**src/include/exec_pkg.sv**
```systemverilog
// Shared constants for the add, AND, bit and branch execution slice.
// Assumes an 8-bit core with a four-phase instruction cycle on sys_clk.
//
// Summary of operation
// - Add-with-carry sums work, file and carry; d picks work or file.
// - Bank bit 0 selects the access bank, 1 the bank select register.
// - Bank bit 0, extended set on and address up to 95: indexed offset.
// - AND literal: work AND immediate into work, only N and Z change.
// - AND file: work AND file to the d destination, only N and Z change.
// - Bit clear zeroes one chosen file bit, no flags, one cycle.
// - Bit set forces one chosen file bit high, no flags, one cycle.
// - Taken branch loads counter plus two plus twice the signed offset.
// - Conditional branch: one cycle when false, two when taken.
// - Negative branches: high byte E6 when N set, E7 when N clear.
// - Carry branches: E2 when carry set, E3 when clear; flags untouched.
// - Zero branches: E0 when Z set, E1 when Z clear.
// - Overflow branches: E4 when overflow set, E5 when clear.
// - Unconditional branch, bits 11010 plus 11-bit offset, two cycles.
package exec_pkg;
   typedef enum logic [1:0] {
      ph_decode,
      ph_read,
      ph_process,
      ph_write
   } phase_e;

   typedef enum logic [2:0] {
      alu_pass,
      alu_add_carry,
      alu_and,
      alu_clr,
      alu_set
   } alu_op_e;

   // Opcode fields, compared against the top bits of the word
   localparam logic [5:0] OP_ADD_CARRY = 6'h08;
   localparam logic [5:0] OP_AND_FILE = 6'h05;
   localparam logic [7:0] OP_AND_LIT = 8'h0B;
   localparam logic [3:0] OP_BIT_CLR = 4'h9;
   localparam logic [3:0] OP_BIT_SET = 4'h8;
   localparam logic [4:0] OP_COND_BR = 5'h1C;
   localparam logic [4:0] OP_JUMP_REL = 5'h1A;

   // Field positions inside the instruction word
   localparam int D_BIT = 9;
   localparam int A_BIT = 8;
   localparam int BIT_MSB = 11;
   localparam int BIT_LSB = 9;
   localparam int CC_MSB = 10;
   localparam int CC_LSB = 8;
   localparam int F_MSB = 7;
   localparam int JMP_MSB = 10;

   // Condition groups, cc[2:1]; cc[0] set means branch on flag clear
   localparam logic [1:0] CC_ZERO = 2'h0;
   localparam logic [1:0] CC_CARRY = 2'h1;
   localparam logic [1:0] CC_OVF = 2'h2;
   localparam logic [1:0] CC_NEG = 2'h3;

   // Data memory addressing
   localparam int FILE_AW = 12;
   localparam logic [7:0] ACCESS_SPLIT = 8'h80;
   localparam logic [3:0] ACCESS_LO = 4'h0;
   localparam logic [3:0] ACCESS_HI = 4'hF;
   localparam logic [7:0] INDEX_MAX = 8'h5F;

   // Status flag positions
   localparam int STATUS_W = 5;
   localparam int FL_C = 0;
   localparam int FL_DC = 1;
   localparam int FL_Z = 2;
   localparam int FL_OV = 3;
   localparam int FL_N = 4;

   // Register port map, 8-bit data
   localparam logic [3:0] REG_CTRL = 4'h0;
   localparam logic [3:0] REG_BANK = 4'h1;
   localparam logic [3:0] REG_WORK = 4'h2;
   localparam logic [3:0] REG_STATUS = 4'h3;
   localparam logic [3:0] REG_PC_LO = 4'h4;
   localparam logic [3:0] REG_PC_MID = 4'h5;
   localparam logic [3:0] REG_PC_UP = 4'h6;
   localparam logic [3:0] REG_INSTR_LO = 4'h7;
   localparam logic [3:0] REG_INSTR_HI = 4'h8;
   localparam int CTRL_RUN = 0;
   localparam int CTRL_EXT = 1;
   localparam int CTRL_FLUSH = 2;

   // Reset values and steps
   localparam logic [7:0] RST_BYTE = 8'h00;
   localparam logic [15:0] RST_INSTR = 16'h0000;
   localparam int PC_STEP = 2;
endpackage

```
**src/rtl/byte_alu.sv**
```systemverilog
// Byte datapath for add with carry, AND and single bit clear or set.
// Assumes operands are stable for the cycle the result is captured.
module byte_alu
   import exec_pkg::*;
(
   // Operation
   input wire alu_op_e op,
   input wire logic [7:0] a,
   input wire logic [7:0] b,
   input wire logic cin,
   input wire logic [2:0] bit_pos,
   // Result
   output logic [7:0] res,
   output logic c,
   output logic dc,
   output logic ov
);
   logic [4:0] nib_sum;
   logic [7:0] bit_mask;

   assign nib_sum = 5'(a[3:0]) + 5'(b[3:0]) + 5'(cin);
   assign bit_mask = 8'h01 << bit_pos;

   always_comb begin
      res = b;
      c = 1'b0;
      dc = 1'b0;
      ov = 1'b0;
      case (op)
         alu_add_carry: begin
            {c, res} = 9'(a) + 9'(b) + 9'(cin);
            dc = nib_sum[4];
            ov = (a[7] == b[7]) && (res[7] != a[7]);
         end
         alu_and: res = a & b;
         alu_clr: res = b & ~bit_mask;
         alu_set: res = b | bit_mask;
         default: res = b;
      endcase
   end
endmodule

```
**src/rtl/cpu_add_and_bit_branch_exec.sv**
```systemverilog
// Execution slice: add with carry, AND, bit clear/set, relative branches.
// Assumes program memory answers in the decode phase and data memory
// returns read data one sys_clk after its read strobe.
//
// Added by the designer: the address map and the plain strobed port.
module cpu_add_and_bit_branch_exec
   import exec_pkg::*;
#(
   parameter int PC_W = 21,
   parameter int BANK_W = 4
) (
   // Clock and reset
   input wire logic sys_clk,
   input wire logic resetn,
   // Register port
   input wire logic [3:0] reg_addr,
   input wire logic [7:0] reg_wdata,
   input wire logic reg_wr,
   input wire logic reg_rd,
   output logic [7:0] reg_rdata,
   // Program memory
   output logic [PC_W-1:0] prog_addr,
   input wire logic [15:0] prog_data,
   // Data memory
   output logic [FILE_AW-1:0] file_addr,
   output logic file_re,
   input wire logic [7:0] file_rdata,
   output logic file_we,
   output logic [7:0] file_wdata,
   input wire logic [FILE_AW-1:0] idx_base
);
   phase_e phase;
   phase_e next_phase;
   logic run;
   logic ext_en;
   logic flush;
   logic exec;
   logic [15:0] instr;
   logic [7:0] work;
   logic [STATUS_W-1:0] status;
   logic [BANK_W-1:0] bank_select_reg;
   logic [PC_W-1:0] pc;
   logic [7:0] result;
   logic res_c;
   logic res_dc;
   logic res_ov;

   // Decode
   logic is_add_carry;
   logic is_and_file;
   logic is_and_lit;
   logic is_bit_clr;
   logic is_bit_set;
   logic is_cond_br;
   logic is_jump_rel;
   logic uses_file;
   logic dest_file;
   logic dest_work;
   logic flag_bit;
   logic taken;
   logic jump;
   logic [2:0] cc;
   alu_op_e alu_op;
   logic [7:0] alu_b;
   logic [7:0] alu_res;
   logic alu_c;
   logic alu_dc;
   logic alu_ov;
   logic [PC_W-1:0] rel_off;
   logic [PC_W-1:0] branch_target;
   logic [PC_W-1:0] next_pc;
   logic [7:0] fetch_f;
   logic [FILE_AW-1:0] next_file_addr;
   logic [23:0] pc_wide;
   logic [7:0] next_rdata;

   logic ctrl_run;
   assign run = ctrl_run;

   assign exec = !flush;
   assign cc = instr[CC_MSB:CC_LSB];
   assign is_add_carry = instr[15:10] == OP_ADD_CARRY;
   assign is_and_file = instr[15:10] == OP_AND_FILE;
   assign is_and_lit = instr[15:8] == OP_AND_LIT;
   assign is_bit_clr = instr[15:12] == OP_BIT_CLR;
   assign is_bit_set = instr[15:12] == OP_BIT_SET;
   assign is_cond_br = instr[15:11] == OP_COND_BR;
   assign is_jump_rel = instr[15:11] == OP_JUMP_REL;
   assign uses_file = is_add_carry | is_and_file | is_bit_clr | is_bit_set;
   // d selects work (0) or file (1) for add and AND with file
   assign dest_file = ((is_add_carry | is_and_file) & instr[D_BIT])
      | is_bit_clr | is_bit_set;
   assign dest_work = ((is_add_carry | is_and_file) & !instr[D_BIT])
      | is_and_lit;

   // Flag under test; low cc bit inverts the sense
   always_comb begin
      case (cc[2:1])
         CC_ZERO: flag_bit = status[FL_Z];
         CC_CARRY: flag_bit = status[FL_C];
         CC_OVF: flag_bit = status[FL_OV];
         CC_NEG: flag_bit = status[FL_N];
         default: flag_bit = 1'b0;
      endcase
   end

   assign taken = is_cond_br & (flag_bit ^ cc[0]);
   assign jump = taken | is_jump_rel;

   // Offset is in words, so it is doubled onto the byte counter
   assign rel_off = is_cond_br
      ? {{(PC_W-8){instr[F_MSB]}}, instr[F_MSB:0]}
      : {{(PC_W-11){instr[JMP_MSB]}}, instr[JMP_MSB:0]};
   assign branch_target = pc + PC_W'(PC_STEP) + (rel_off << 1);
   assign next_pc = jump ? branch_target : pc + PC_W'(PC_STEP);

   always_comb begin
      case (phase)
         ph_decode: next_phase = ph_read;
         ph_read: next_phase = ph_process;
         ph_process: next_phase = ph_write;
         ph_write: next_phase = ph_decode;
         default: next_phase = ph_decode;
      endcase
   end

   // A started instruction always finishes even if run drops
   always_ff @(posedge sys_clk) begin
      if (!resetn) begin
         phase <= ph_decode;
      end else if (run || phase != ph_decode) begin
         phase <= next_phase;
      end
   end

   // Operand address is formed while the word is fetched
   assign fetch_f = prog_data[F_MSB:0];
   always_comb begin
      if (!prog_data[A_BIT] && ext_en && fetch_f <= INDEX_MAX) begin
         next_file_addr = idx_base + FILE_AW'(fetch_f);
      end else if (!prog_data[A_BIT]) begin
         next_file_addr = {(fetch_f >= ACCESS_SPLIT) ? ACCESS_HI
            : ACCESS_LO, fetch_f};
      end else begin
         next_file_addr = FILE_AW'({bank_select_reg, fetch_f});
      end
   end

   always_ff @(posedge sys_clk) begin
      if (!resetn) begin
         instr <= RST_INSTR;
         file_addr <= '0;
      end else if (phase == ph_decode && run) begin
         instr <= prog_data;
         file_addr <= next_file_addr;
      end
   end

   assign prog_addr = pc;
   assign file_re = phase == ph_read && exec && uses_file;
   assign file_we = phase == ph_write && exec && dest_file;

   always_comb begin
      if (is_add_carry) begin
         alu_op = alu_add_carry;
      end else if (is_and_file || is_and_lit) begin
         alu_op = alu_and;
      end else if (is_bit_clr) begin
         alu_op = alu_clr;
      end else if (is_bit_set) begin
         alu_op = alu_set;
      end else begin
         alu_op = alu_pass;
      end
   end
   assign alu_b = is_and_lit ? instr[F_MSB:0] : file_rdata;

   byte_alu u_alu (
      .op(alu_op),
      .a(work),
      .b(alu_b),
      .cin(status[FL_C]),
      .bit_pos(instr[BIT_MSB:BIT_LSB]),
      .res(alu_res),
      .c(alu_c),
      .dc(alu_dc),
      .ov(alu_ov)
   );

   // Read data lands in the process phase and is captured there
   always_ff @(posedge sys_clk) begin
      if (!resetn) begin
         result <= RST_BYTE;
         res_c <= 1'b0;
         res_dc <= 1'b0;
         res_ov <= 1'b0;
      end else if (phase == ph_process) begin
         result <= alu_res;
         res_c <= alu_c;
         res_dc <= alu_dc;
         res_ov <= alu_ov;
      end
   end
   assign file_wdata = result;

   // Set at the write phase of a jump, cleared at the next write phase four cycles later
   always_ff @(posedge sys_clk) begin
      if (!resetn) begin
         flush <= 1'b0;
      end else if (phase == ph_write) begin
         flush <= exec && jump;
      end
   end

   // Core write wins over a register-port write in the same cycle
   always_ff @(posedge sys_clk) begin
      if (!resetn) begin
         pc <= '0;
      end else if (phase == ph_write && exec) begin
         pc <= next_pc;
      end else if (reg_wr && reg_addr == REG_PC_LO) begin
         pc[7:0] <= reg_wdata;
      end else if (reg_wr && reg_addr == REG_PC_MID) begin
         pc[15:8] <= reg_wdata;
      end else if (reg_wr && reg_addr == REG_PC_UP) begin
         pc[PC_W-1:16] <= reg_wdata[PC_W-17:0];
      end
   end

   always_ff @(posedge sys_clk) begin
      if (!resetn) begin
         work <= RST_BYTE;
      end else if (phase == ph_write && exec && dest_work) begin
         work <= result;
      end else if (reg_wr && reg_addr == REG_WORK) begin
         work <= reg_wdata;
      end
   end

   // Bit ops and branches leave every flag alone
   always_ff @(posedge sys_clk) begin
      if (!resetn) begin
         status <= '0;
      end else if (phase == ph_write && exec && is_add_carry) begin
         status[FL_C] <= res_c;
         status[FL_DC] <= res_dc;
         status[FL_OV] <= res_ov;
         status[FL_Z] <= result == RST_BYTE;
         status[FL_N] <= result[7];
      end else if (phase == ph_write && exec
            && (is_and_file || is_and_lit)) begin
         status[FL_Z] <= result == RST_BYTE;
         status[FL_N] <= result[7];
      end else if (reg_wr && reg_addr == REG_STATUS) begin
         status <= reg_wdata[STATUS_W-1:0];
      end
   end

   always_ff @(posedge sys_clk) begin
      if (!resetn) begin
         ctrl_run <= 1'b0;
         ext_en <= 1'b0;
         bank_select_reg <= '0;
      end else if (reg_wr && reg_addr == REG_CTRL) begin
         ctrl_run <= reg_wdata[CTRL_RUN];
         ext_en <= reg_wdata[CTRL_EXT];
      end else if (reg_wr && reg_addr == REG_BANK) begin
         bank_select_reg <= reg_wdata[BANK_W-1:0];
      end
   end

   assign pc_wide = 24'(pc);
   always_comb begin
      case (reg_addr)
         REG_CTRL: begin
            next_rdata = RST_BYTE;
            next_rdata[CTRL_RUN] = ctrl_run;
            next_rdata[CTRL_EXT] = ext_en;
            next_rdata[CTRL_FLUSH] = flush;
         end
         REG_BANK: next_rdata = 8'(bank_select_reg);
         REG_WORK: next_rdata = work;
         REG_STATUS: next_rdata = 8'(status);
         REG_PC_LO: next_rdata = pc_wide[7:0];
         REG_PC_MID: next_rdata = pc_wide[15:8];
         REG_PC_UP: next_rdata = pc_wide[23:16];
         REG_INSTR_LO: next_rdata = instr[7:0];
         REG_INSTR_HI: next_rdata = instr[15:8];
         default: next_rdata = RST_BYTE;
      endcase
   end

   // Read data stands only in the cycle after the strobe
   always_ff @(posedge sys_clk) begin
      if (!resetn) begin
         reg_rdata <= RST_BYTE;
      end else begin
         reg_rdata <= reg_rd ? next_rdata : RST_BYTE;
      end
   end
endmodule

```
**config.mk**
```make
export PLATFORM = sky130hd
export DESIGN_NAME = cpu_add_and_bit_branch_exec
export DESIGN_NICKNAME = d
export VERILOG_FILES = /design/src/include/exec_pkg.sv /design/src/rtl/byte_alu.sv /design/src/rtl/cpu_add_and_bit_branch_exec.sv
export SDC_FILE = /design/constraint.sdc
export NUM_CORES = 1
export LEC_CHECK = 0
export ABC_AREA = 1
export BUFFER_PORTS_ARGS = -buffer_cell sky130_fd_sc_hd__buf_2
export CORE_UTILIZATION = 40
export DETAILED_ROUTE_END_ITERATION = 12
export PLACE_DENSITY_LB_ADDON = 0.15
export SYNTH_ARGS = -nofsm -noshare
export SYNTH_HDL_FRONTEND = slang
export SYNTH_HIERARCHICAL = 1
export SYNTH_SLANG_ARGS = --single-unit
```
**constraint.sdc**
```tcl
create_clock -name sys_clk -period 2.95 [get_ports sys_clk]
set_input_delay 0.1475 -clock sys_clk [delete_from_list [all_inputs] [get_ports sys_clk]]
set_output_delay 0.1475 -clock sys_clk [all_outputs]
set_load 0.03 [all_outputs]
```
== Word level (Yosys, flattened, before mapping) ==
Index checks and enable logic that the tools add are counted.

* Word-level logic and storage cells: 145
* Input bits: 52
* Output and inout port bits: 51
* Flip-flop bits (word level): 90

* Mux-type cells: 31
* Add/sub/neg operators: 7
* Shift operators: 1
* Bitwise logic cells: 16
* Reductions and logical operators: 40
* Equal/unequal tests: 30
* Magnitude comparators: 2

{| class="wikitable"
|+ Operators by type and width
! cell !! number
|-
| 8-bit case mux with 9 select lines || 1
|-
| 21-bit 2-to-1 mux || 2
|-
| 8-bit 2-to-1 mux || 5
|-
| 8-bit case mux with 4 select lines || 1
|-
| 12-bit 2-to-1 mux || 2
|-
| 21-bit by 2-bit adder with 21-bit output (second input constant) || 1
|-
| 21-bit adder || 1
|-
| 20-bit 2-to-1 mux || 1
|-
| 5-bit 2-to-1 mux || 4
|-
| 1-bit logical AND || 19
|-
| 8-bit AND || 2
|-
| 4-bit by 3-bit == test with 1-bit output (second input constant) || 4
|-
| 13-bit 2-to-1 mux || 1
|-
| 12-bit by 8-bit adder with 12-bit output || 1
|-
| 4-bit == test (second input constant) || 3
|-
| 3-bit 2-to-1 mux || 4
|-
| 2-bit nonzero test || 6
|-
| 5-bit == test (second input constant) || 2
|-
| 8-bit by 8-bit adder with 9-bit output || 1
|-
| 9-bit by 1-bit adder with 9-bit output || 1
|-
| 2-bit == test (second input constant) || 4
|-
| 4-bit by 2-bit == test with 1-bit output (second input constant) || 2
|-
| 8-bit by 4-bit == test with 1-bit output (second input constant) || 1
|-
| 8-bit >= comparator (second input constant) || 1
|-
| 34 further kinds || 57
|}

== Longest topological paths before layout ==
Gate-level depths: netlist of the first run.

* Depth after elaboration: 7
* Depth in mapped cells: 21
* Gate-level depth less buffers: 21

== Cells and area by module ==
Netlist of the first run, hierarchy kept.

{| class="wikitable"
|+ By module, submodules not included
! module !! sequential area each (um2) !! area each (um2) !! instances !! cells each
|-
| cpu_add_and_bit_branch_exec || 1801.7 || 6515.0 || 1 || 1025
|-
| byte_alu || 0.0 || 830.8 || 1 || 161
|}

== Worst setup path after synthesis of the first run ==
Ideal clock, no wire load.

* Path type: reg-to-reg
* From: reg pc[1] (netlist: prog_addr[1])
* To: reg pc[20] (netlist: prog_addr[20])
* Cell stages (with the launch flop): 20
* Library setup time: 0.132 ns
* Data required time: 2.818 ns
* Period minus slack after synthesis: 2.765 ns
* Path slack: 0.185 ns
* Arrival: 2.633 ns
* Path buffers: 0
* Path through: dfxtp_1 -> ha_1 -> nand2_1 -> inv_1 -> nand4_1 -> nor2_1 -> xor2_1 -> inv_1 -> ha_1 -> nand2_1 -> nor2_1 -> inv_1 -> nor2_1 -> nand3b_1 -> nand3_1 -> inv_1 -> nand2_1 -> nand3_1 -> nand2_1 -> a21oi_1

* Longest elaborated chain between the ends: 4

{| class="wikitable"
|+ Ends and longest elaborated chain
! item !! RTL line !! text
|-
| start, declared || cpu_add_and_bit_branch_exec.sv:42 || <nowiki>logic [PC_W-1:0] pc;</nowiki>
|-
| start signal, assigned || cpu_add_and_bit_branch_exec.sv:220 || <nowiki>pc <= next_pc;</nowiki>
|-
| start signal, assigned || cpu_add_and_bit_branch_exec.sv:222 || <nowiki>pc[7:0] <= reg_wdata;</nowiki>
|-
| start signal, assigned by index || cpu_add_and_bit_branch_exec.sv:226 || <nowiki>pc[PC_W-1:16] <= reg_wdata[PC_W-17:0];</nowiki>
|-
| 21-bit by 2-bit adder with 21-bit output * || cpu_add_and_bit_branch_exec.sv:114, cpu_add_and_bit_branch_exec.sv:115 ||
|-
| 21-bit adder || cpu_add_and_bit_branch_exec.sv:114 || <nowiki>assign branch_target = pc + PC_W'(PC_STEP) + (rel_off << 1);</nowiki>
|-
| 21-bit 2-to-1 mux * || cpu_add_and_bit_branch_exec.sv:115 || <nowiki>assign next_pc = jump ? branch_target : pc + PC_W'(PC_STEP);</nowiki>
|-
| 21-bit 2-to-1 mux * || cpu_add_and_bit_branch_exec.sv:219 || <nowiki>end else if (phase == ph_write && exec) begin</nowiki>
|}

Every way passes the cells marked *; elsewhere a longest branch is shown, timed or not.
A chain may end at the register's enable or synchronous reset.

== Worst setup path after layout of the first run ==
* From: reg pc[1] (netlist: prog_addr[1])
* To: reg pc[16] (netlist: prog_addr[16])

The elaborated chain is that of the path after synthesis.

==> qor.yml, run 1 <==
status: "completed"
drive_above_1_share_pct: 17.87
combPwrFrac_pct: 30.5
vias_per_cell: 5.452
grt_antenna_before_repair: 0
clk-insertion-delay-late_ps: 360
maxCapViolations: 0
fillCellCount: 1951
final_cell_area_sq_um: 8738
hold_buffers: 0
slew_headroom_pct: 19.64
worst_pin_slew_ps: 1204
crit_chain: "ha_1 -> nand2_1 -> inv_1 -> nand3_1 -> nor2_2 -> nand2_1 -> xor2_2 -> ha_2 -> nand2_2 -> inv_1 -> nand2_1 -> and2_4 -> nor2_1 -> nor2_1 -> nand2_1 -> nand2_1 -> nand3_1 -> nand3_2 -> a21oi_1"
cp_num_buf_inv: 2
power_frac_seq_pct: 36.8
min_period_ps: 2823
drc_errors: 0
final_nets: 1406
dieArea_sq_um: 18910
leakage_nw: 3.985
critical-path-top-delay-family: "simple AND/OR/NAND/NOR gates"
num_rows: 49
synthCells: 1186
seq_area_sq_um: 1809
num_vias: 8418
tritoncts: "yes"
yosys_warnings: 6
overflow: 0
power_density_nw_per_um2: 446.6
place_area_sq_um: 8272
swShare_pct: 38.54
path_clk_slew_ps: 80
critical_path_class: "reg2reg"
initial_core_util_pct: 40.89
track_usage_pct: 28.96
worstReg2RegEnd: "prog_addr[16]"
largest_register_ffs: 21
critPathLaunchType: "flop"
seq_area_frac_synth_pct: 24.53
gp_congestion: 0.9387
cp_common_cell: "nand2_1"
reg2reg_from: "prog_addr[1]"
r2r_setup_slack_ps: 130
drt_iter0_drc: 773
io_pins: 103
firstDrtPassIters: 5
grt_pass1_vias: 7648
syn-num-nets: 1282
cts_buffers: 9
grt_start_max_net_pins: 39
pwr-share-clk_pct: 32.7
worstPathRequired_ps: 3140
startpoint: "prog_addr[1]"
dp_hpwl_microns: 21480
hold_path_class: "in2reg"
p_sw_mw: 1.504
cp_data_arrival_time_ps: 3020
antenna_cells: 0
clockBufferDepth: 2
slowest_stage: "dfxtp_4"
fmax_mhz: 354.3
power.internal_mw: 2.399
finalSetupViolations: 0
fin_crit_sh_pct: 95.68
io_buffer_count: 102
whs_ps: 60.05
multiInputGateArea_sq_um: 4908
slowest_delay_ps: 380
rr_worst_depth: 19
core_area_sq_um: 17960
end_kind: "flop"
peakVddDrop_mv: 0.2654
areaGrowthSynthToFinish_pct: 18.96
clockRootBuffer: "clkbuf_16"
totalWireLength_microns: 26980
cts_sinks: 90
die_x_microns: 137.5
wl_per_cell_microns: 17.48
postRouteAntennaNets: 0
synth_area_sq_um: 7346
die_h_microns: 137.5
fin_skew_ps: 12.47
rsz0062_at_grt: "true"
avgSynthCellArea_sq_um: 6.194
htreeDepth: 3
path_max_fanout: 5
cp.depth: 19
crit_path_end: "prog_addr[16]"
ys_ff_latch: 90
slew_violations: 0
yosys.cell_types.count: 53
hold_viol_final: 0
grt_pass1_wl_microns: 40880
[kinds of logic after synthesis]
family | after synthesis | share of synthesized area (%)
AND/OR/NAND/NOR | 557 | 33.62
AO/OA/AOI/OAI | 284 | 21.33
buffers and inverters | 192 | 10.36
flip-flops | 90 | 24.53
adder cells (fa/ha/maj) | 44 | 7.903
XOR/XNOR | 19 | 2.265
[synthesized netlist by cell type (all sizes together)]
cell type    n  area share, %
a31oi       11           0.94
o21bai       5           0.51
inv        163            8.4
dfxtp       90             25
nand4       17            1.7
a221oi       3           0.36
nand3       99            6.9
buf         10            1.0
a41oi        1           0.12
a2111oi      1           0.12
a22oi        1           0.10
nor3        18            1.6
or2          5           0.43
nor2       126            7.2
o221ai       2           0.24
nand3b       6           0.61
a21oi      111            7.7
a21o         1           0.10
nand2      280             15
clkbuf      16           0.82
clkinv       3           0.17
o22ai       20            1.7
o21a         3           0.31
a21boi       1           0.10
xor2        13            1.6
a2bb2oi      1           0.12
fa           4            1.1
o21ai      108            7.4
nor4         4           0.34
ha          40            6.8
and2         1          0.085
a211oi       2           0.20
xnor2        6           0.72
o211ai      13            1.3
nor3b        1           0.10
[tightest hold or removal path: cells and delay by family]
family	cells	cell delay, ps
compound gates	1	80
buf+inv	1	80
simple gates	1	80
[area by class of cell]
class | count | share of cell area (%)
inverter | 166 | 7.174
multi-input combinational | 904 | 56.17
tap | 229 | 3.279
clock inverter | 7 | 1.074
clock buffer | 9 | 2.577
sequential | 90 | 20.70
timing repair buffer | 139 | 9.021
[cells in the final DEF, fill, tap and decap left out, types with 4 or more instances in the layout]
master	count
o21bai_1	5
inv_1	146
clkbuf_16	9
nand3_1	94
buf_4	37
or2_2	4
buf_2	102
fa_1	4
o21ai_0	94
ha_4	4
nor4_1	4
nand3_2	5
o211ai_1	13
nor2_2	13
nor2_4	5
nand2_1	270
xnor2_1	6
dfxtp_1	86
a31oi_1	11
inv_2	16
nand3b_1	6
xor2_1	11
nor2_1	108
nor3_1	13
nand2_2	9
o22ai_1	20
a21oi_2	4
ha_1	34
o21ai_1	13
nand4_1	15
a21oi_1	107
[per-stage QoR]
stage / util (%) / total power [mW] / setup slack, ps / setup TNS (ps) / cells
final: 48.65 / 3.903 / 127.3 / 0 / 1544
after floorplan: - / 2.192 / 185.1 / 0 / 1186
after global placement: 46.05 / 2.617 / 5.038 / 0 / 1526
after global routing: 48.65 / 4.088 / -29.09 / -30.03 / 1544
after CTS: 47.87 / 3.883 / 52.54 / 0 / 1542
after detailed placement: 46.05 / 2.621 / -33.22 / -33.22 / 1526
[what timing repair did]
item                       in CTS  in global routing
pin swaps                       0                  6
setup buffers                   0                  2
setup endpoints to repair       1                 15
gates cloned                    0                  0
resized for setup               2                 39
hold endpoints to repair        0                  0
[layer usage]
metal | GRT usage (%) | vias up | wire (microns)
li1 | - | 4213 | -
met1 | 40.71 | 3809 | 12700
met2 | 43.58 | 341 | 11320
met3 | 6.071 | 55 | 2173
met4 | 9.585 | 0 | 791
met5 | 0 | - | 0
[power by group through the flow]
stage / registers (mW) / clock network [mW] / logic (mW)
finish: 1.44 / 1.28 / 1.19
global route: 1.45 / 1.34 / 1.30
CTS: 1.43 / 1.29 / 1.16
detailed placement: 1.46 / 0 / 1.16
global placement: 1.46 / 0 / 1.16
floorplan: 1.61 / 0 / 0.580
[worst min path at each step]
| stage | startpoint | endpoint | depth (start not counted) | slack, ps |
|---|---|---|---|---|
| 2_1_floorplan | prog_data[7] | instr[7] | 2 | 310 |
| 5_1_grt | prog_data[14] | instr[14] | 3 | 70 |
| 3_3_place_gp | prog_data[14] | instr[14] | 3 | 420 |
| 4_1_cts | prog_data[14] | instr[14] | 3 | 60 |
| 6_report | prog_data[14] | instr[14] | 3 | 60 |
| 3_5_place_dp | prog_data[14] | instr[14] | 3 | 430 |
Note: power is estimated with default switching activity, not from simulation.
==> run 2: changes to the inputs <==
--- a/config.mk
+++ b/config.mk
@@ -6,10 +6,9 @@
 export NUM_CORES = 1
 export LEC_CHECK = 0
 export ABC_AREA = 1
-export BUFFER_PORTS_ARGS = -buffer_cell sky130_fd_sc_hd__buf_2
+export BUFFER_PORTS_ARGS = -buffer_cell sky130_fd_sc_hd__buf_4
 export CORE_UTILIZATION = 40
 export DETAILED_ROUTE_END_ITERATION = 12
-export PLACE_DENSITY_LB_ADDON = 0.15
 export SYNTH_ARGS = -nofsm -noshare
 export SYNTH_HDL_FRONTEND = slang
 export SYNTH_HIERARCHICAL = 1
==> run 2 against run 1 <==
Net effect:
- via count is 0.36% higher
- critical path depth decreased by 2
- fmax about the same
- total power increased by 0.96%
- critical path type unchanged
- largest cell class unchanged
==> qor.yml, run 2 (same netlist as run 1, synthesis figures left out) <==
status: "completed"
fin_cells: 1551  # +0.45%
largest_register_ffs: 21  # unchanged
die_x_microns: 137.5  # unchanged
final_nets: 1413  # +0.50%
rr_worst_depth: 17  # -2
core_area_sq_um: 17960  # unchanged
cp_data_arrival_time_ps: 3030  # about the same
worst_pin_slew_ps: 1127  # -77.39 ps
holdPathStages: 4  # +1
leakage_nw: 4.054  # +1.7%
fmax_mhz: 354.0  # about the same
grt_antenna_before_repair: 0  # unchanged
fin_util_pct: 50.69  # +2.0 points
io_buffer_count: 102  # unchanged
fillCellCount: 1881  # -3.6%
initial_core_util_pct: 40.89  # unchanged
track_usage_pct: 29.14  # +0.18 points
busiest_layer: "met2"
totalWireLength_microns: 27280  # +1.1%
grt_pass1_wl_microns: 41200  # +0.78%
areaGrowthSynthToFinish_pct: 23.97
gp_congestion: 0.9884  # +5.3%
cts_buffers: 9  # unchanged
r2r_setup_slack_ps: 130  # about the same
place_area_sq_um: 8542  # +3.3%
layout_common_cells: "267 x nand2_1, 146 x buf_4, 144 x inv_1, 108 x nor2_1, 107 x a21oi_1"
reg2reg_from: "prog_addr[1]"
path_clk_slew_ps: 80  # about the same
wl_per_cell_microns: 17.59  # +0.63%
io_pins: 103  # unchanged
power_density_nw_per_um2: 432.7  # -3.1%
drive_above_1_share_pct: 19.36  # +1.5 points
rsz0062_at_grt: "true"
tritoncts: "yes"
dieArea_sq_um: 18910  # unchanged
hold_path_class: "in2reg"
htreeDepth: 3  # unchanged
drc_errors: 0  # unchanged
grt_start_max_net_pins: 39  # unchanged
path_max_fanout: 5  # unchanged
num_rows: 49  # unchanged
hold_viol_final: 0  # unchanged
clockRootBuffer: "clkbuf_16"
vias_per_cell: 5.447  # about the same
postRouteAntennaNets: 0  # unchanged
fin_crit_sh_pct: 95.76  # about the same
layout_commonest_cell: "nand2_1"
power_mw: 3.940  # +0.96%
clk-insertion-delay-late_ps: 370  # about the same
slew_violations: 0  # unchanged
worstPathRequired_ps: 3150  # about the same
met2_usage_pct: 44.86  # +1.3 points
min_period_ps: 2825  # +2.226 ps
num_vias: 8448  # +0.36%
drt_iter0_drc: 772  # -0.13%
maxCapViolations: 0  # unchanged
gr-usage-met1_pct: 40.48  # -0.24 points
hold_buffers: 0  # unchanged
firstDrtPassIters: 5  # unchanged
dp_hpwl_microns: 21580  # +0.44%
final_cell_area_sq_um: 9106  # +4.2%
critPathLaunchType: "flop"
cts_sinks: 90  # unchanged
overflow: 0  # unchanged
place_inst: 1528  # +0.13%
clockBufferDepth: 2  # unchanged
finalSetupViolations: 0  # unchanged
die_h_microns: 137.5  # unchanged
slew_headroom_pct: 24.80  # +5.2 points
worstReg2RegEnd: "prog_addr[20]"
startpoint: "prog_addr[1]"
end_kind: "flop"
min_from: "idx_base[11]"
grt_pass1_vias: 7592  # -0.73%
critical_path_class: "reg2reg"
fin_skew_ps: 7.570  # -4.895 ps
use_met3_pct: 6.439  # +0.37 points
min_to: "file_addr[11]"
peakVddDrop_mv: 0.3007  # +13%
antenna_cells: 0  # unchanged
==> run 2: cell types whose count changed in the layout (fill, tap and decap cells not counted), moves of 3 or more <==
cell     delta
buf_4     +109
buf_2     -102
nand2_2     +3
ha_1        -5
o21ai_0     +3
o21ai_1     -3
ha_2        +3
nand2_1     -3
==> run 2: where the power goes <==
part	switching, mW	internal (mW)	total (mW)
logic	0.819	0.458	1.28
clock network	0.619	0.605	1.22
registers	0.104	1.33	1.44
total	1.54	2.40	3.94
==> run 2: area by class of cell <==
type	instances	area, sq um	share of cell area [%]
multi-input cells	904	4977	54.66
flip-flops and latches	90	1809	19.87
repair buffers	146	1096	12.04
inverters	166	630.6	6.925
well taps	229	286.5	3.146
clock buffers	9	225.2	2.473
clock inverters	7	81.33	0.8931
==> run 2: worst max path at each step <==
stage,endpoint,cells past startpoint
5_1_grt,prog_addr[20],18
3_5_place_dp,prog_addr[20],19
3_3_place_gp,prog_addr[20],19
6_report,prog_addr[20],17
4_1_cts,prog_addr[20],19
2_1_floorplan,prog_addr[20],19
==> run 2: routing by layer <==
layer  vias to the layer above  wire (microns)
met4                         0             565
li1                       4233               -
met2                       353           11920
met3                        39            2300
met1                      3823           12490
met5                         -               0
==> run 2: metrics by stage <==
step / setup WS, ps / setup TNS, ps / hold slack (ps)
after floorplan: 185.1 / 0 / 312.0
after global placement: 50.76 / 0 / 420.7
after detailed placement: -65.02 / -65.02 / 441.2
after CTS: 13.64 / 0 / 64.31
after global routing: -48.21 / -55.50 / 90.20
final: 125.1 / 0 / 64.58
==> run 2: timing repair <==
action / 4_1_cts / 5_1_grt
endpoints found under the hold margin: 0 / 0
pin swaps: 0 / 11
resized for setup: 2 / 51
buffers inserted: 0 / 7
setup endpoints to repair: 1 / 17
==> run 2: worst max-delay path, stage by stage (launching register included) <==
cell	delay, ps
dfxtp_4	370
ha_2	170
nand2_1	80
inv_2	70
nand4_1	160
nor2_2	250
buf_4	140
nand2_1	80
xor2_2	300
ha_4	270
a21oi_1	150
nand2_1	80
nor2_1	130
nand3_2	110
nand3_1	80
nand3_1	90
nand2_1	90
a21oi_1	60
==> run 3: changes to the inputs <==
--- a/config.mk
+++ b/config.mk
@@ -6,7 +6,7 @@
 export NUM_CORES = 1
 export LEC_CHECK = 0
 export ABC_AREA = 1
-export BUFFER_PORTS_ARGS = -buffer_cell sky130_fd_sc_hd__buf_4
+export BUFFER_PORTS_ARGS = -buffer_cell sky130_fd_sc_hd__buf_2
 export CORE_UTILIZATION = 40
 export DETAILED_ROUTE_END_ITERATION = 12
 export SYNTH_ARGS = -nofsm -noshare
==> run 3 against run 2 <==
Net effect:
- die area is the same
- non-clock buffer count grew 12
- largest cell class unchanged
- combinational power shrank 4%
- critical endpoint is now prog_addr[17]
- final cell count grew 0.84%
==> qor.yml, run 3 (same netlist as run 1, synthesis figures left out) <==
status: "completed"
peakVddDrop_mv: 0.2908  # -3.3%
drc_errors: 0  # unchanged
fmax_mhz: 354.9  # +0.25%
num_rows: 49  # unchanged
critical-path-top-delay-family: "simple AND/OR/NAND/NOR gates"
min_period_ps: 2818  # -7.044 ps
fin_crit_sh_pct: 95.52  # -0.24 points
crit_chain: "ha_2 -> nand2_2 -> inv_2 -> nand4_1 -> nor2_2 -> xor2_2 -> inv_2 -> ha_4 -> nand2_1 -> nor2_1 -> inv_1 -> nor3_1 -> nand2_1 -> nand3_1 -> nand3_1 -> a21oi_2 -> nor2_1"
power_mw: 3.815  # -3.2%
firstDrtPassIters: 5  # unchanged
worst_pin_slew_ps: 1146  # +18.94 ps
critical_path_class: "reg2reg"
grt_pass1_wl_microns: 42030  # +2.0%
holdPathStages: 3  # -1
largest_register_ffs: 21  # unchanged
worstReg2RegEnd: "prog_addr[17]"
pwr-share-clk_pct: 30.3  # -0.8 points
met2_usage_pct: 45.28  # +0.42 points
hold_buffers: 0  # unchanged
setup_ws_ps: 132.1  # +7.044 ps
vias_per_cell: 5.478  # +0.57%
clockRootBuffer: "clkbuf_16"
swShare_pct: 39.15  # about the same
startpoint: "prog_addr[2]"
cp.depth: 17  # unchanged
areaGrowthSynthToFinish_pct: 22.14
critPathLaunchType: "flop"
core_area_sq_um: 17960  # unchanged
drt_iter0_drc: 919  # +19%
overflow: 0  # unchanged
power_density_nw_per_um2: 425.2  # -1.7%
fin_skew_ps: 10.68  # +3.115 ps
dieArea_sq_um: 18910  # unchanged
final_nets: 1425  # +0.85%
io_buffer_count: 102  # unchanged
clockBufferDepth: 2  # unchanged
finalSetupViolations: 0  # unchanged
power_frac_seq_pct: 37.6  # +1.1 points
wl_per_cell_microns: 17.68  # +0.56%
fillCellCount: 1896  # +0.80%
path_max_fanout: 4  # -1
maxCapViolations: 0  # unchanged
worstPathRequired_ps: 3150  # about the same
reg2reg_from: "prog_addr[2]"
hold_path_class: "in2reg"
leakage_nw: 4.075  # +0.50%
fin_util_pct: 49.95  # -0.75 points
dp_hpwl_microns: 22000  # +2.0%
rr_worst_depth: 17  # unchanged
initial_core_util_pct: 40.89  # unchanged
gp_congestion: 0.9543  # -3.5%
track_usage_pct: 29.64  # +0.50 points
grt_antenna_before_repair: 1  # +1
die_h_microns: 137.5  # unchanged
path_clk_slew_ps: 70  # about the same
place_inst: 1542  # +0.92%
gr-usage-met1_pct: 41.15  # +0.67 points
tns_ps: 0  # unchanged
layout_commonest_cell: "nand2_1"
cp_data_arrival_time_ps: 3020  # about the same
p_sw_mw: 1.494  # -3.2%
slowest_delay_ps: 360  # about the same
layout_common_cells: "264 x nand2_1, 144 x inv_1, 105 x nor2_1, 102 x buf_2, 101 x a21oi_1"
cp_num_buf_inv: 3  # +1
slowest_stage: "dfxtp_1"
postRouteAntennaNets: 0  # unchanged
num_vias: 8567  # +1.4%
combPwrFrac_pct: 32.1  # -0.3 points
grt_start_max_net_pins: 54  # +38%
crit_path_end: "prog_addr[17]"
fin_cells: 1564  # +0.84%
cts_sinks: 90  # unchanged
grt_pass1_vias: 7792  # +2.6%
htreeDepth: 3  # unchanged
totalWireLength_microns: 27660  # +1.4%
hold_viol_final: 0  # unchanged
clk-insertion-delay-late_ps: 360  # about the same
pre_cts_slack_ps: -20.65  # +44.37 ps
power.internal_mw: 2.322  # -3.2%
tritoncts: "yes"
io_pins: 103  # unchanged
end_kind: "flop"
die_x_microns: 137.5  # unchanged
use_met3_pct: 5.960  # -0.48 points
busiest_layer: "met2"
cts_buffers: 9  # unchanged
slew_headroom_pct: 23.54  # -1.3 points
r2r_setup_slack_ps: 130  # about the same
slew_violations: 0  # unchanged
drive_above_1_share_pct: 21.14  # +1.8 points
-- run 3: through the flow --
stage	area, sq um	hold slack, ps
after detailed placement	8392	427.7
after floorplan	7346	312.0
after CTS	8683	56.21
after global placement	8392	418.4
after global routing	8972	75.63
final	8972	54.32
-- run 3: power by group through the flow --
stage                     combinational [mW]  sequential (mW)  clock, mW
after floorplan                        0.580             1.61          0
after global placement                  1.18             1.46          0
after detailed placement                1.18             1.46          0
after CTS                               1.18             1.43       1.15
after global routing                    1.35             1.45       1.21
final                                   1.23             1.43       1.15
-- run 3: tightest hold or removal path, cell delays in order --
cell and delay [ps]:
buf_2 110, o21ai_0 70, a21oi_1 40
-- run 3: repair_timing --
action | 4_1_cts | 5_1_grt
pin swaps | 0 | 14
resized for setup | 2 | 64
setup endpoints to repair | 2 | 14
setup buffers | 0 | 5
-- run 3: layout make-up --
type | instances | area [sq um] | area share (%)
tap | 229 | 286.5 | 3.193
sequential | 90 | 1807 | 20.14
clock inverter | 7 | 58.81 | 0.6554
inverter | 166 | 626.9 | 6.986
multi-input combinational | 904 | 5035 | 56.11
timing repair buffer | 158 | 930.9 | 10.38
antenna | 1 | 2.502 | 0.02789
clock buffer | 9 | 225.2 | 2.510
-- run 3: how the worst min path moves through the flow --
stage	start	slack, ps	endpoint
final	resetn	50	file_addr[4]
after global routing	resetn	80	file_addr[4]
after CTS	resetn	60	file_addr[4]
after detailed placement	prog_data[14]	430	instr[14]
after global placement	resetn	420	file_addr[4]
after floorplan	prog_data[7]	310	instr[7]
-- run 3: metal layers --
metal / share of wire [%] / routed length [microns] / vias up
met4: 2.5 / 703 / 2
met1: 46 / 12650 / 3934
met3: 7.6 / 2114 / 45
met5: 0.25 / 69 / -
li1: - / - / 4243
met2: 44 / 12120 / 343
